## src/rtl/uhcp_pkg.sv

```systemverilog
// Purpose: Shared constants for the serial command port
// Assumes: 100 MHz core clock
// Notes:   Parameter word layout and tunnel codes are local choices
package uhcp_pkg;
	localparam int unsigned CLK_HZ         = 100_000_000;
	localparam int unsigned BASE_BPS       = 1200;
	localparam int unsigned BYTE_W         = 8;
	localparam int unsigned ADDR_W         = 16;
	localparam int unsigned PER_W          = 17;
	localparam int unsigned HWP_W          = 16;
	// Rate index 0..5 is 1200..38400 bps
	localparam logic [2:0]  RATE_MAX       = 3'h5;
	localparam logic [2:0]  RATE_SLOW_MAX  = 3'h3;
	// Parameter word fields
	localparam int unsigned HWP_RATE_LSB   = 0;
	localparam int unsigned HWP_WAIT_LSB   = 3;
	localparam int unsigned HWP_NOTE_BIT   = 7;
	// Frame codes
	localparam logic [7:0]  SYNC_CODE      = 8'h66;
	localparam logic [7:0]  NOTE_CODE      = 8'hfe;
	localparam logic [7:0]  CMD_READ       = 8'h08;
	localparam logic [7:0]  CMD_WRITE      = 8'h18;
	localparam logic [7:0]  CMD_INQUIRY    = 8'h28;
	localparam logic [7:0]  CMD_ANSWER     = 8'h38;
	localparam logic [7:0]  READ_LEN_MAX   = 8'hfe;
	localparam logic [7:0]  WRITE_LEN_MAX  = 8'hfb;
	localparam logic [8:0]  HDR_BYTES      = 9'h004;
	// Status codes
	localparam logic [7:0]  ST_OK          = 8'h05;
	localparam logic [7:0]  ST_SUM_ERR     = 8'h06;
	localparam logic [7:0]  ST_NO_CMD      = 8'h16;
	localparam logic [7:0]  ST_PARAM_ERR   = 8'h26;
	localparam logic [7:0]  ST_TUNNEL_ERR  = 8'h36;
	localparam logic [7:0]  ST_RO_ERR      = 8'h46;
	localparam logic [7:0]  ST_BUSY        = 8'h07;
	// Timing
	localparam int unsigned IDLE_CHAR_BITS = 33;
	localparam int unsigned IDLE_SLOW_MS   = 10;
	localparam int unsigned IDLE_SLOW_CYC  = IDLE_SLOW_MS * (CLK_HZ / 1000);
	localparam int unsigned NOTE_PULSE_US  = 1280;
	localparam int unsigned NOTE_PULSE_CYC = NOTE_PULSE_US * (CLK_HZ / 1_000_000);
	localparam int unsigned WAIT_UNIT_MS   = 1;
	localparam int unsigned WAIT_UNIT_CYC  = WAIT_UNIT_MS * (CLK_HZ / 1000);
	localparam int unsigned MEM_BYTES_DEF  = 8192;
	localparam int unsigned FIFO_DEPTH     = 8;

	// Bit period in clock cycles for a rate index
	function automatic logic [PER_W-1:0] rate_period(input logic [2:0] idx);
		logic [2:0] i;
		i = (idx > RATE_MAX) ? RATE_MAX : idx;
		return PER_W'(CLK_HZ / (BASE_BPS << i));
	endfunction
endpackage

```

## src/rtl/uhcp_fifo.sv

```systemverilog
// Purpose: Small synchronous FIFO with valid/ready on both sides
// Assumes: DEPTH is a power of two
// Notes:   Output data is read from the storage array
`timescale 1ns/10ps
module uhcp_fifo #(
	parameter int unsigned WIDTH = 8,
	parameter int unsigned DEPTH = 8
) (
	input  wire logic             core_clk,
	input  wire logic             rstn,
	input  wire logic             in_valid,
	input  wire logic [WIDTH-1:0] in_data,
	output logic                  in_ready,
	output logic                  out_valid,
	output logic      [WIDTH-1:0] out_data,
	input  wire logic             out_ready
);
	localparam int unsigned AW = $clog2(DEPTH);

	logic [WIDTH-1:0] mem_reg [DEPTH];
	logic [AW-1:0]    wptr_reg;
	logic [AW-1:0]    rptr_reg;
	logic [AW:0]      cnt_reg;
	logic             push;
	logic             pop;

	assign in_ready  = (cnt_reg != (AW+1)'(DEPTH));
	assign out_valid = (cnt_reg != '0);
	assign out_data  = mem_reg[rptr_reg];
	assign push      = in_valid & in_ready;
	assign pop       = out_valid & out_ready;

	always_ff @(posedge core_clk) begin
		if (push) begin
			mem_reg[wptr_reg] <= in_data;
		end
	end

	always_ff @(posedge core_clk or negedge rstn) begin
		if (!rstn) begin
			wptr_reg <= '0;
			rptr_reg <= '0;
			cnt_reg  <= '0;
		end else begin
			if (push) begin
				wptr_reg <= wptr_reg + 1'b1;
			end
			if (pop) begin
				rptr_reg <= rptr_reg + 1'b1;
			end
			cnt_reg <= cnt_reg + (AW+1)'(push) - (AW+1)'(pop);
		end
	end
endmodule

```

## src/rtl/uhcp_tx.sv

```systemverilog
// Purpose: Character transmitter, start, 8 data LSB first, even parity, stop
// Assumes: Bit period held steady during a character
// Notes:   Line idles high
`timescale 1ns/10ps
module uhcp_tx
	import uhcp_pkg::*;
(
	input  wire logic             core_clk,
	input  wire logic             rstn,
	input  wire logic [PER_W-1:0] bit_per,
	input  wire logic             in_valid,
	input  wire logic [7:0]       in_data,
	output logic                  in_ready,
	output logic                  tx_out
);
	logic             busy_reg;
	logic [3:0]       bitn_reg;
	logic [PER_W-1:0] cnt_reg;
	logic [10:0]      sh_reg;

	assign in_ready = ~busy_reg;

	always_ff @(posedge core_clk or negedge rstn) begin
		if (!rstn) begin
			busy_reg <= 1'b0;
			bitn_reg <= '0;
			cnt_reg  <= '0;
			sh_reg   <= '1;
			tx_out   <= 1'b1;
		end else if (!busy_reg) begin
			tx_out <= 1'b1;
			if (in_valid) begin
				// Stop, parity, data, start
				sh_reg   <= {1'b1, ^in_data, in_data, 1'b0};
				busy_reg <= 1'b1;
				bitn_reg <= '0;
				cnt_reg  <= '0;
			end
		end else begin
			tx_out <= sh_reg[0];
			if (cnt_reg == bit_per - 1'b1) begin
				cnt_reg  <= '0;
				sh_reg   <= {1'b1, sh_reg[10:1]};
				bitn_reg <= bitn_reg + 1'b1;
				if (bitn_reg == 4'ha) begin
					busy_reg <= 1'b0;
				end
			end else begin
				cnt_reg <= cnt_reg + 1'b1;
			end
		end
	end
endmodule

```

## src/rtl/uhcp_port.sv

```systemverilog
// Purpose: Serial command port: frame receive, READ/WRITE execution, response
// Assumes: rx_in synchronous to core_clk; memory returns read data one cycle after mem_re
// Notes:   Response bytes pass through an 8-word FIFO to the transmitter
`timescale 1ns/10ps

module uhcp_port
	import uhcp_pkg::*;
#(
	parameter int unsigned IDLE_SLOW_CYCLES = IDLE_SLOW_CYC,
	parameter int unsigned NOTE_CYCLES      = NOTE_PULSE_CYC,
	parameter int unsigned WAIT_UNIT_CYCLES = WAIT_UNIT_CYC,
	parameter int unsigned MEM_BYTES        = MEM_BYTES_DEF,
	parameter int unsigned CLK_FREQ_HZ      = CLK_HZ
) (
	input  wire logic                           core_clk,
	input  wire logic                           rstn,
	input  wire logic                           rx_in,
	output logic                                tx_out,
	output logic                                irq_n_out,
	input  wire logic [uhcp_pkg::HWP_W-1:0]     nonvolatile_hw_parameter,
	input  wire logic [uhcp_pkg::ADDR_W-1:0]    read_only_area_setting,
	input  wire logic                           notify_req,
	output logic      [uhcp_pkg::ADDR_W-1:0]    mem_addr,
	output logic                                mem_we,
	output logic                                mem_re,
	output logic      [uhcp_pkg::BYTE_W-1:0]    mem_wdata,
	input  wire logic [uhcp_pkg::BYTE_W-1:0]    mem_rdata
);
	import uhcp_pkg::*;

	typedef enum logic [1:0] {R_IDLE, R_START, R_BITS} uhcp_rx_e;
	typedef enum logic [3:0] {E_IDLE, E_WAIT, E_WR, E_SYNC, E_STAT,
		E_RREQ, E_RDAT, E_SUM, E_NOTE} uhcp_eng_e;

	// ------------------------------------------------------------
	// Configuration
	// ------------------------------------------------------------
	logic [2:0]       rate_idx;
	logic [3:0]       wait_units;
	logic             note_on_tx;
	logic [PER_W-1:0] nom_per;
	logic [23:0]      wait_cyc;
	logic [20:0]      idle_lim;

	// Bit period in clocks for a rate index at this clock
	function automatic logic [PER_W-1:0] bit_period(input logic [2:0] idx);
		logic [2:0] i;
		i = (idx > RATE_MAX) ? RATE_MAX : idx;
		return PER_W'(CLK_FREQ_HZ / (BASE_BPS << i));
	endfunction

	assign rate_idx   = nonvolatile_hw_parameter[HWP_RATE_LSB +: 3];
	assign wait_units = nonvolatile_hw_parameter[HWP_WAIT_LSB +: 4];
	assign note_on_tx = nonvolatile_hw_parameter[HWP_NOTE_BIT];
	assign nom_per    = bit_period(rate_idx);
	assign wait_cyc   = 24'(wait_units * WAIT_UNIT_CYCLES);

	// ------------------------------------------------------------
	// Character receiver
	// ------------------------------------------------------------
	uhcp_rx_e         rx_st_reg;
	logic             rx_d_reg;
	logic [PER_W-1:0] per_reg;
	logic [PER_W-1:0] rcnt_reg;
	logic [3:0]       rbit_reg;
	logic [9:0]       rsh_reg;
	logic             byte_stb_reg;
	logic [7:0]       byte_reg;
	logic             byte_err_reg;
	logic             fall;
	logic [9:0]       rvec;

	assign fall = rx_d_reg & ~rx_in;
	assign rvec = {rx_in, rsh_reg[9:1]};

	always_ff @(posedge core_clk or negedge rstn) begin
		if (!rstn) begin
			rx_d_reg <= 1'b1;
		end else begin
			rx_d_reg <= rx_in;
		end
	end

	always_ff @(posedge core_clk or negedge rstn) begin
		if (!rstn) begin
			rx_st_reg    <= R_IDLE;
			rcnt_reg     <= '0;
			rbit_reg     <= '0;
			rsh_reg      <= '0;
			byte_stb_reg <= 1'b0;
			byte_reg     <= '0;
			byte_err_reg <= 1'b0;
		end else begin
			byte_stb_reg <= 1'b0;
			unique case (rx_st_reg)
				R_IDLE: begin
					rcnt_reg <= '0;
					if (fall) begin
						rx_st_reg <= R_START;
					end
				end
				R_START: begin
					rcnt_reg <= rcnt_reg + 1'b1;
					if (rcnt_reg == (per_reg >> 1)) begin
						rcnt_reg  <= '0;
						rbit_reg  <= '0;
						rx_st_reg <= rx_in ? R_IDLE : R_BITS;
					end
				end
				R_BITS: begin
					rcnt_reg <= rcnt_reg + 1'b1;
					if (rcnt_reg == per_reg - 1'b1) begin
						rcnt_reg <= '0;
						rsh_reg  <= rvec;
						rbit_reg <= rbit_reg + 1'b1;
						if (rbit_reg == 4'h9) begin
							rx_st_reg    <= R_IDLE;
							byte_stb_reg <= 1'b1;
							byte_reg     <= rvec[7:0];
							byte_err_reg <= ~rvec[9] | (rvec[8] != ^rvec[7:0]);
						end
					end
				end
			endcase
		end
	end

	// ------------------------------------------------------------
	// Bit timing calibration
	// ------------------------------------------------------------
	logic        fr_act_reg;
	logic        cal_run_reg;
	logic        cal_fall_reg;
	logic [19:0] cal_cnt_reg;

	always_ff @(posedge core_clk or negedge rstn) begin
		if (!rstn) begin
			cal_run_reg  <= 1'b0;
			cal_fall_reg <= 1'b0;
			cal_cnt_reg  <= '0;
			per_reg      <= bit_period(3'h0);
		end else if (!fr_act_reg && rx_st_reg == R_IDLE && fall) begin
			cal_run_reg  <= 1'b1;
			cal_fall_reg <= 1'b0;
			cal_cnt_reg  <= 20'h00001;
			per_reg      <= nom_per;
		end else if (cal_run_reg) begin
			cal_cnt_reg <= cal_cnt_reg + 1'b1;
			if (&cal_cnt_reg) begin
				cal_run_reg <= 1'b0;
			end else if (fall) begin
				cal_fall_reg <= 1'b1;
				if (cal_fall_reg) begin
					cal_run_reg <= 1'b0;
					per_reg     <= cal_cnt_reg[19:3];
				end
			end
		end
	end

	// ------------------------------------------------------------
	// Frame assembly
	// ------------------------------------------------------------
	logic [7:0]  buf_mem [256];
	logic [8:0]  idx_reg;
	logic [7:0]  cmd_reg;
	logic [15:0] addr_reg;
	logic [7:0]  len_reg;
	logic [7:0]  sum_reg;
	logic        err_reg;
	logic        end_reg;
	logic [20:0] idle_reg;
	logic [8:0]  size;
	logic        sized;
	logic        is_last;
	logic        idle_out;

	assign idle_lim = (rate_idx > RATE_SLOW_MAX) ? 21'(IDLE_CHAR_BITS * per_reg)
		: 21'(IDLE_SLOW_CYCLES);
	assign sized    = (cmd_reg == CMD_READ) || (cmd_reg == CMD_WRITE);
	assign size     = (cmd_reg == CMD_WRITE) ? HDR_BYTES + 9'(len_reg) : HDR_BYTES;
	assign is_last  = sized && idx_reg >= HDR_BYTES && idx_reg == size;
	assign idle_out = fr_act_reg && idle_reg >= idle_lim;

	always_ff @(posedge core_clk) begin
		if (byte_stb_reg && fr_act_reg && cmd_reg == CMD_WRITE &&
			idx_reg >= HDR_BYTES && idx_reg < size) begin
			buf_mem[8'(idx_reg - HDR_BYTES)] <= byte_reg;
		end
	end

	always_ff @(posedge core_clk or negedge rstn) begin
		if (!rstn) begin
			fr_act_reg <= 1'b0;
			idx_reg    <= '0;
			cmd_reg    <= '0;
			addr_reg   <= '0;
			len_reg    <= '0;
			sum_reg    <= '0;
			err_reg    <= 1'b0;
			end_reg    <= 1'b0;
			idle_reg   <= '0;
		end else begin
			end_reg  <= 1'b0;
			idle_reg <= (rx_st_reg == R_IDLE && fr_act_reg) ? idle_reg + 1'b1 : '0;
			if (!fr_act_reg) begin
				if (byte_stb_reg && !byte_err_reg && byte_reg == SYNC_CODE) begin
					fr_act_reg <= 1'b1;
					idx_reg    <= '0;
					cmd_reg    <= '0;
					len_reg    <= '0;
					sum_reg    <= '0;
					err_reg    <= 1'b0;
				end
			end else if (byte_stb_reg) begin
				sum_reg <= sum_reg + byte_reg;
				err_reg <= err_reg | byte_err_reg;
				if (idx_reg != '1) begin
					idx_reg <= idx_reg + 1'b1;
				end
				unique case (idx_reg)
					9'h000: cmd_reg <= byte_reg;
					9'h001: addr_reg[15:8] <= byte_reg;
					9'h002: addr_reg[7:0] <= byte_reg;
					9'h003: len_reg <= byte_reg;
					default: ;
				endcase
				if (is_last) begin
					fr_act_reg <= 1'b0;
					end_reg    <= 1'b1;
				end
			end else if (idle_out) begin
				fr_act_reg <= 1'b0;
				end_reg    <= 1'b1;
			end
		end
	end

	// ------------------------------------------------------------
	// Status decision
	// ------------------------------------------------------------
	logic [7:0]  st_new;
	logic [16:0] span;

	assign span = 17'(addr_reg) + 17'(len_reg);

	always_comb begin
		st_new = ST_OK;
		if (err_reg || sum_reg != '0) begin
			st_new = ST_SUM_ERR;
		end else if (cmd_reg == CMD_INQUIRY || cmd_reg == CMD_ANSWER) begin
			st_new = ST_TUNNEL_ERR;
		end else if (cmd_reg == CMD_READ) begin
			if (idx_reg != HDR_BYTES + 9'h001 || len_reg == '0 || len_reg > READ_LEN_MAX ||
				span > 17'(MEM_BYTES)) begin
				st_new = ST_PARAM_ERR;
			end
		end else if (cmd_reg == CMD_WRITE) begin
			if (idx_reg != size + 9'h001 || len_reg == '0 || len_reg > WRITE_LEN_MAX ||
				span > 17'(MEM_BYTES)) begin
				st_new = ST_PARAM_ERR;
			end else if (addr_reg < read_only_area_setting) begin
				st_new = ST_RO_ERR;
			end
		end else begin
			st_new = ST_NO_CMD;
		end
	end

	// ------------------------------------------------------------
	// Execution and response
	// ------------------------------------------------------------
	uhcp_eng_e   eng_reg;
	logic [7:0]  st_reg;
	logic        x_rd_reg;
	logic        x_wr_reg;
	logic [15:0] x_addr_reg;
	logic [7:0]  x_len_reg;
	logic [7:0]  ptr_reg;
	logic [7:0]  tsum_reg;
	logic [23:0] wcnt_reg;
	logic        busy_pend_reg;
	logic        note_pend_reg;
	logic [17:0] irq_cnt_reg;
	logic        push_valid;
	logic [7:0]  push_data;
	logic        push_ready;
	logic        f_valid;
	logic [7:0]  f_data;
	logic        f_ready;
	logic        last_byte;

	assign last_byte = (ptr_reg == x_len_reg - 1'b1);
	assign mem_addr  = x_addr_reg + 16'(ptr_reg);
	assign mem_wdata = buf_mem[ptr_reg];
	assign mem_we    = (eng_reg == E_WR);
	assign mem_re    = (eng_reg == E_RREQ);

	always_comb begin
		push_valid = 1'b1;
		unique case (eng_reg)
			E_SYNC:  push_data = SYNC_CODE;
			E_STAT:  push_data = st_reg;
			E_RDAT:  push_data = mem_rdata;
			E_SUM:   push_data = 8'(-tsum_reg);
			E_NOTE:  push_data = NOTE_CODE;
			default: begin
				push_valid = 1'b0;
				push_data  = '0;
			end
		endcase
	end

	always_ff @(posedge core_clk or negedge rstn) begin
		if (!rstn) begin
			busy_pend_reg <= 1'b0;
		end else if (end_reg && eng_reg != E_IDLE) begin
			busy_pend_reg <= 1'b1;
		end else if (eng_reg == E_IDLE) begin
			busy_pend_reg <= 1'b0;
		end
	end

	always_ff @(posedge core_clk or negedge rstn) begin
		if (!rstn) begin
			note_pend_reg <= 1'b0;
		end else if (notify_req) begin
			note_pend_reg <= 1'b1;
		end else if (eng_reg == E_IDLE && !end_reg && !busy_pend_reg) begin
			note_pend_reg <= 1'b0;
		end
	end

	always_ff @(posedge core_clk or negedge rstn) begin
		if (!rstn) begin
			irq_cnt_reg <= '0;
			irq_n_out   <= 1'b1;
		end else if (note_pend_reg && eng_reg == E_IDLE && !end_reg && !busy_pend_reg) begin
			irq_cnt_reg <= 18'(NOTE_CYCLES - 1);
			irq_n_out   <= 1'b0;
		end else if (irq_cnt_reg != '0) begin
			irq_cnt_reg <= irq_cnt_reg - 1'b1;
		end else begin
			irq_n_out <= 1'b1;
		end
	end

	always_ff @(posedge core_clk or negedge rstn) begin
		if (!rstn) begin
			eng_reg    <= E_IDLE;
			st_reg     <= ST_OK;
			x_rd_reg   <= 1'b0;
			x_wr_reg   <= 1'b0;
			x_addr_reg <= '0;
			x_len_reg  <= '0;
			ptr_reg    <= '0;
			tsum_reg   <= '0;
			wcnt_reg   <= '0;
		end else begin
			unique case (eng_reg)
				E_IDLE: begin
					ptr_reg  <= '0;
					wcnt_reg <= '0;
					if (end_reg) begin
						st_reg     <= st_new;
						x_rd_reg   <= (cmd_reg == CMD_READ);
						x_wr_reg   <= (cmd_reg == CMD_WRITE);
						x_addr_reg <= addr_reg;
						x_len_reg  <= len_reg;
						eng_reg    <= E_WAIT;
					end else if (busy_pend_reg) begin
						st_reg   <= ST_BUSY;
						x_rd_reg <= 1'b0;
						eng_reg  <= E_SYNC;
					end else if (note_pend_reg && note_on_tx) begin
						eng_reg <= E_NOTE;
					end
				end
				E_WAIT: begin
					wcnt_reg <= wcnt_reg + 1'b1;
					if (wcnt_reg >= wait_cyc) begin
						eng_reg <= (x_wr_reg && st_reg == ST_OK) ? E_WR : E_SYNC;
					end
				end
				E_WR: begin
					ptr_reg <= ptr_reg + 1'b1;
					if (last_byte) begin
						ptr_reg <= '0;
						eng_reg <= E_SYNC;
					end
				end
				E_SYNC: begin
					if (push_ready) begin
						eng_reg <= E_STAT;
					end
				end
				E_STAT: begin
					if (push_ready) begin
						tsum_reg <= st_reg;
						eng_reg  <= (x_rd_reg && st_reg == ST_OK) ? E_RREQ : E_SUM;
					end
				end
				E_RREQ: begin
					eng_reg <= E_RDAT;
				end
				E_RDAT: begin
					if (push_ready) begin
						tsum_reg <= tsum_reg + mem_rdata;
						ptr_reg  <= ptr_reg + 1'b1;
						eng_reg  <= last_byte ? E_SUM : E_RREQ;
					end
				end
				E_SUM: begin
					if (push_ready) begin
						eng_reg <= E_IDLE;
					end
				end
				E_NOTE: begin
					if (push_ready) begin
						eng_reg <= E_IDLE;
					end
				end
				default: eng_reg <= E_IDLE;
			endcase
		end
	end

	// ------------------------------------------------------------
	// Transmit path
	// ------------------------------------------------------------
	uhcp_fifo #(
		.WIDTH (BYTE_W),
		.DEPTH (FIFO_DEPTH)
	) u_fifo (
		.core_clk  (core_clk),
		.rstn      (rstn),
		.in_valid  (push_valid),
		.in_data   (push_data),
		.in_ready  (push_ready),
		.out_valid (f_valid),
		.out_data  (f_data),
		.out_ready (f_ready)
	);

	uhcp_tx u_tx (
		.core_clk (core_clk),
		.rstn     (rstn),
		.bit_per  (nom_per),
		.in_valid (f_valid),
		.in_data  (f_data),
		.in_ready (f_ready),
		.tx_out   (tx_out)
	);
endmodule

```

## config.mk

```make
export PLATFORM = sky130hd
export DESIGN_NAME = uhcp_port
export DESIGN_NICKNAME = d
export VERILOG_FILES = /design/src/rtl/uhcp_pkg.sv /design/src/rtl/uhcp_fifo.sv /design/src/rtl/uhcp_tx.sv /design/src/rtl/uhcp_port.sv
export SDC_FILE = /design/constraint.sdc
export NUM_CORES = 2
export LEC_CHECK = 0
export CORE_MARGIN = 1
export CORE_UTILIZATION = 35
export DETAILED_ROUTE_END_ITERATION = 8
export DONT_BUFFER_PORTS = 1
export SLEW_MARGIN = 10
export SYNTH_ARGS = -nofsm -noshare
export SYNTH_HDL_FRONTEND = slang
export SYNTH_SLANG_ARGS = --single-unit
```

## constraint.sdc

```tcl
create_clock -name core_clk -period 5.78 [get_ports core_clk]
set_clock_uncertainty 0.1 [all_clocks]
set_input_delay 0.578 -clock core_clk [delete_from_list [all_inputs] [get_ports core_clk]]
set_output_delay 0.578 -clock core_clk [all_outputs]
set_load 0.01 [all_outputs]
```

# --- Word-level counts from Yosys, hierarchy flattened ---
# Memory sizes are Yosys's and may differ from the RTL's.
# Index checks and enable logic that the tools add are counted.
word_totals:
  register_bits: 299
  mem_bits_rw: 2112
  in_bits: 44
  out_inout_bits: 28
  wordCells: 337
  memories: 2
op_classes:
  addsub: 25
  n_mul: 2
  div_mod_pow: 1
  n_lt_le_gt_ge: 10
  eq_ne: 49
  shifts: 1
  mux: 119
  bitwise_logic: 7
  n_reduce_logical: 78
memory_table:
  columns: ["memory", "depth", "width", "rd", "rd_clocked_by_memory_dff", "wr", "line", "text"]
  rows:
  - ["buf_mem", 256, 8, 1, 0, 1, "uhcp_port.sv:164", "logic [7:0] buf_mem [256];"]
  - ["u_fifo.mem_reg", 8, 8, 1, 0, 1, "uhcp_fifo.sv:20", "logic [WIDTH-1:0] mem_reg [DEPTH];"]
op_table:
  columns: ["op", "n"]
  rows:
  - ["$mux W17", 10]
  - ["$mux W8", 19]
  - ["$mux W4", 14]
  - ["$pmux W17 S3", 1]
  - ["$pmux W24 S2", 1]
  - ["$mux W9", 5]
  - ["$mux W1", 43]
  - ["$mux W21", 2]
  - ["$mux W20", 2]
  - ["$pmux W8 S5", 1]
  - ["$mux W18", 2]
  - ["$add A17 B1 Y17 const B", 2]
  - ["$eq A17 B17 Y1", 2]
  - ["$sub A17 B1 Y17 const B", 2]
  - ["$mux W11", 3]
  - ["$div A27 B32 Y32 const A", 1]
  - ["$pmux W4 S8", 1]
  - ["$shl A11 B3 Y32 const A", 1]
  - ["$reduce_and A3 Y1", 9]
  - ["$add A24 B1 Y24 const B", 1]
  - ["$ge A24 B21 Y1", 1]
  - ["$pmux W8 S3", 1]
  - ["$reduce_bool A2 Y1", 12]
  - ["$add A21 B1 Y21 const B", 1]
  - ["other kinds (77)", 155]

# --- Logic depth before layout (Yosys ltp) ---
depth:
  ltp_word: 13
  mapped_depth: 282
  ltp_nobuf: 256

# --- By module ---
# From an unflattened synthesis, not the netlist that was laid out.
hier_totals:
  hier_cells: 7871
  area_unflattened_um2: 116988.5
by_module_without_submodules:
  columns: ["module", "instances", "cells_per_inst", "area_per_inst_um2", "seq_area_each_um2"]
  rows:
  - ["uhcp_port", 1, 7468, 111506.9, 67792.5]
  - ["uhcp_fifo", 1, 148, 3056.7, 2172.1]
  - ["uhcp_tx", 1, 255, 2424.8, 839.6]

# --- Least setup slack after synthesis ---
# Ideal clock, no wire load.
synth_timing:
  path_type: "input -> register"
  start: "in nonvolatile_hw_parameter[2] (netlist bit)"
  end: "reg u_tx.sh_reg[5]"
  setup_time_ns: 0.062
  arrival_ns: 51.488
  required_time_ns: 5.618
  slack_ns: -45.870
  path_stages: 258
  path_buffers: 34
  cell_sequence: "buf_2 > buf_2 > clkbuf_1 > a21o_1 > clkinv_1 > ha_1 > clkbuf_1 > nor2_1 > ha_1 > nor4bb_1 > o211ai_1 > mux2i_1 > o21bai_1 > ha_1 > o21ai_0 > o21ba_2 > nor2_1 > mux2_1 > [... 222 more ...] > a211oi_1 > o21ai_2 > a21oi_2 > clkbuf_1 > o21ai_0 > ha_1 > a21o_1 > a21oi_1 > nand4_1 > a211oi_1 > nand4b_1 > nor4_4 > o311ai_1 > or3_1 > a221o_1 > o31ai_4 > buf_4 > o221a_1"
synth_between:
  elab_chain_len: 8
synth_lines:
  columns: ["item", "line", "text"]
  rows:
  - ["from (decl)", "uhcp_port.sv:20", "input wire logic [uhcp_pkg::HWP_W-1:0] nonvolatile_hw_parameter,"]
  - ["$gt A3 B3 Y1", "uhcp_port.sv:48", "i = (idx > RATE_MAX) ? RATE_MAX : idx;"]
  - ["$mux W3 *", "uhcp_port.sv:48", null]
  - ["$shl A11 B3 Y32 *", "uhcp_port.sv:49", "return PER_W'(CLK_FREQ_HZ / (BASE_BPS << i));"]
  - ["$div A27 B32 Y32 *", "uhcp_port.sv:49", null]
  - ["$sub A17 B1 Y17 *", "uhcp_tx.sv:41", "if (cnt_reg == bit_per - 1'b1) begin"]
  - ["$eq A17 B17 Y1 *", "uhcp_tx.sv:41", null]
  - ["$ne A2 B2 Y1 (no line) *", null, null]
  - ["$reduce_and A2 Y1 (no line) *", null, null]
  - ["to (signal assigned)", "uhcp_tx.sv:34", "sh_reg <= {1'b1, ^in_data, in_data, 1'b0};"]
  - ["to (signal assigned)", "uhcp_tx.sv:43", "sh_reg <= {1'b1, sh_reg[10:1]};"]
  - ["to (decl)", "uhcp_tx.sv:19", "logic [10:0] sh_reg;"]
# Mark *: on every way between the ends. The rest lies on a longest branch, timed or not.
# A chain may end at the register's enable or synchronous reset.

# --- Final worst setup path ---
layout_timing:
  start: "in nonvolatile_hw_parameter[2] (netlist bit)"
  end: "reg u_tx.sh_reg[1]"
# The elaborated chain is that of the path after synthesis.

==> metrics.csv <==
metric,value,unit
outcome,"finished, violations left",
failed_checks,"hold timing, setup timing",
final_hold_viol_count,294,
slowest_delay,0.61,ns
drt-pass1-iter-count,6,
top_usage_layer,met2,
synth_seq_area_share,0.601,
setup_slack,-36.27,ns
crit_fanout,107,
coreArea,334000,um^2
synth-compound-area-share,0.0753,
cp-startpoint,nonvolatile_hw_parameter[2],
synth_xor_area_frac,0.0300,
endpoint_kind,flip-flop,
antenna_found_initial,15,
layout_min_cycle_time,42.05,ns
crit_arrival,42.71,ns
fp.dieH,582,um
path_class,input pin to flip-flop,
ys_async_sr_fraction,0.122,
fin_util,0.433,
synthSimpleGateAreaFrac,0.0828,
final_nets,9946,
finalSetupViolCount,46,
cts-root-buf,clkbuf_16,
io-pin-count,72,
cp.depth,253,
postCtsHoldBufs,4,
drv_cap,0,
holdWs,-0.663,ns
synth_mux_area_frac,0.149,
startpoint_type,input pin,
cts_tree,done,
track_usage,0.198,
ys_seq_elements,2406,
ys_warn_count,0,
grt_max_degree,295,
crit_end,u_tx.sh_reg[1],
ys.flop_type,edfxtp_1,
met1_usage,0.267,
rows,212,
max-slew-margin-rel,0.197,
met3_usage,0.0279,
cts_buffer_depth,4,
dp_hpwl,227000,um
gp_congestion,0.862,
worst_slew_pin_slew,1.20,ns
critical_path.slowest_cell,or4b_4,
crit_buf_inv,59,
r2r-start,cmd_reg[7],
synthCells,8011,
clkLatencyLatePin,0.86,ns
grt_pass1_vias,78700,
area_delta_synth_final,22.9,%
synth_top_family_by_area,multiplexers,
grt_pass1_wl,509000,um
final_layout_size_suffix_gt1_frac,0.339,
die_area,339000,um^2
r2r_cells,17,
drtIter0Drc,7387,
syn_area_per_cell,14.7,um^2
clkSinkCount,2406,
largest_register_ffs,2048,
stdcell_count,14100,
syn_area,118000,um^2
viasPerCell,5.49,
crit_family,compound AO/OA/AOI/OAI gates,
ant_nets,0,
drc,0,
cts.clk_slew.worst_paths,0.06,ns
ys_types,127,
slew_violations,0,
post_drt_wl_per_cell,24.1,um
dpl.cell_count,13400,
die-width,582,um
initial_utilization,0.352,
synth_edf_count,2112,
portBuffers,0,
grt_overflow,0,
r2r_end,buf_mem[94][5],
yosys.area_share.adder,0.0428,
fin_area,145000,um^2
crit_top_cell,buf_4,
placed_area,134000,um^2
finalCritPeriodShare,7.27,
n_fill_cell,29700,
vias,77400,
routed_wl,340000,um
reg2reg_slack,0.57,ns
rsz0062_at_grt,yes,
cts_buffers,232,
use_met2,0.331,
setup_tns,-1446.47,ns
min_path_type,input pin to async pin,
ctsHtreeMaxLevel,4,
cp.required,6.44,ns
fmax,23.8,MHz
==> worst min path at each step <==
stage               from      endpoint  slack [ns]  cells past startpoint
floorplan           rstn   addr_reg[0]        0.18                      0
global placement    rstn  wcnt_reg[20]        0.20                      0
detailed placement  rstn  wcnt_reg[20]        0.20                      0
CTS                 rstn  wcnt_reg[15]       -0.74                      0
global route        rstn  wcnt_reg[22]       -0.72                      0
finish              rstn  wcnt_reg[21]       -0.66                      0
==> cell type report <==
| class | instances | area [um^2] | share of cell area |
|---|---|---|---|
| Sequential cell | 2406 | 70900 | 0.489 |
| Multi-Input combinational cell | 5021 | 47000 | 0.325 |
| Timing Repair Buffer | 1665 | 13200 | 0.0910 |
| Clock buffer | 281 | 6030 | 0.0417 |
| Tap cell | 4387 | 5490 | 0.0379 |
| Clock inverter | 143 | 1510 | 0.0105 |
| Inverter | 179 | 693 | 0.00479 |
| Antenna cell | 7 | 17.5 | 0.000121 |
==> cells in the final DEF (no fill, tap or decap), drive strengths merged, types with 117 or more instances in the layout <==
master,n
a21o,130
mux4,696
a21oi,326
ha,388
edfxtp,2112
nor3,117
nand2,508
nand3,151
nor2,674
xnor2,226
xor2,171
inv,182
buf,1660
o21ai,316
dfrtp,273
clkbuf,281
==> cell families after synthesis <==
logic type / after synthesis
DFF: 2406
other: 2
AOI/OAI and AO/OA: 1316
xor gates and xnor gates: 399
adders and majority gates: 397
and+or+nand+nor: 2034
buffers and inverters: 591
muxes: 866
==> timing repair <==
item	CTS	global route
endpoints found under the hold margin	302	294
pin swaps	209	99
resized for setup	275	89
setup buffers	186	38
setup endpoints to repair	46	46
cloned	4	0
==> cell usage after synthesis, drive strengths merged, types with 23 or more instances <==
cell type,instances,area [um^2]
a211oi,42,350
a21o,130,976
a21oi,325,1650
a31oi,56,350
and2,46,288
and3,58,363
buf,105,427
clkbuf,307,1150
dfrtp,273,6830
edfxtp,2112,63400
ha,388,4850
inv,176,661
mux2,107,1220
mux2i,63,631
mux4,696,15700
nand2,508,1910
nand2b,89,557
nand3,151,766
nand4,56,365
nor2,674,2540
nor2b,78,488
nor3,117,596
nor4,47,352
o211ai,30,230
o21a,64,480
o21ai,315,1600
o21bai,27,203
o22ai,23,144
o31ai,41,335
or2,59,369
or3,55,349
xnor2,226,1990
xor2,171,1500
==> per-stage QoR <==
| step | worst slack (ns) | hold WS (ns) |
|---|---|---|
| final | -36.27 | -0.663 |
| after floorplan | -39.48 | 0.182 |
| after global placement | -37.17 | 0.195 |
| after CTS | -35.35 | -0.738 |
| after global routing | -38.23 | -0.719 |
| after detailed placement | -37.97 | 0.197 |
==> layer usage <==
| metal | share of wire | vias to the layer above |
|---|---|---|
| li1 | - | 34400 |
| met1 | 0.42 | 39800 |
| met2 | 0.49 | 2663 |
| met3 | 0.066 | 546 |
| met4 | 0.030 | 0 |
| met5 | 0 | - |
Power is not shown: default switching activity piles up to over one toggle a cycle in this logic, so the estimate is an artifact.
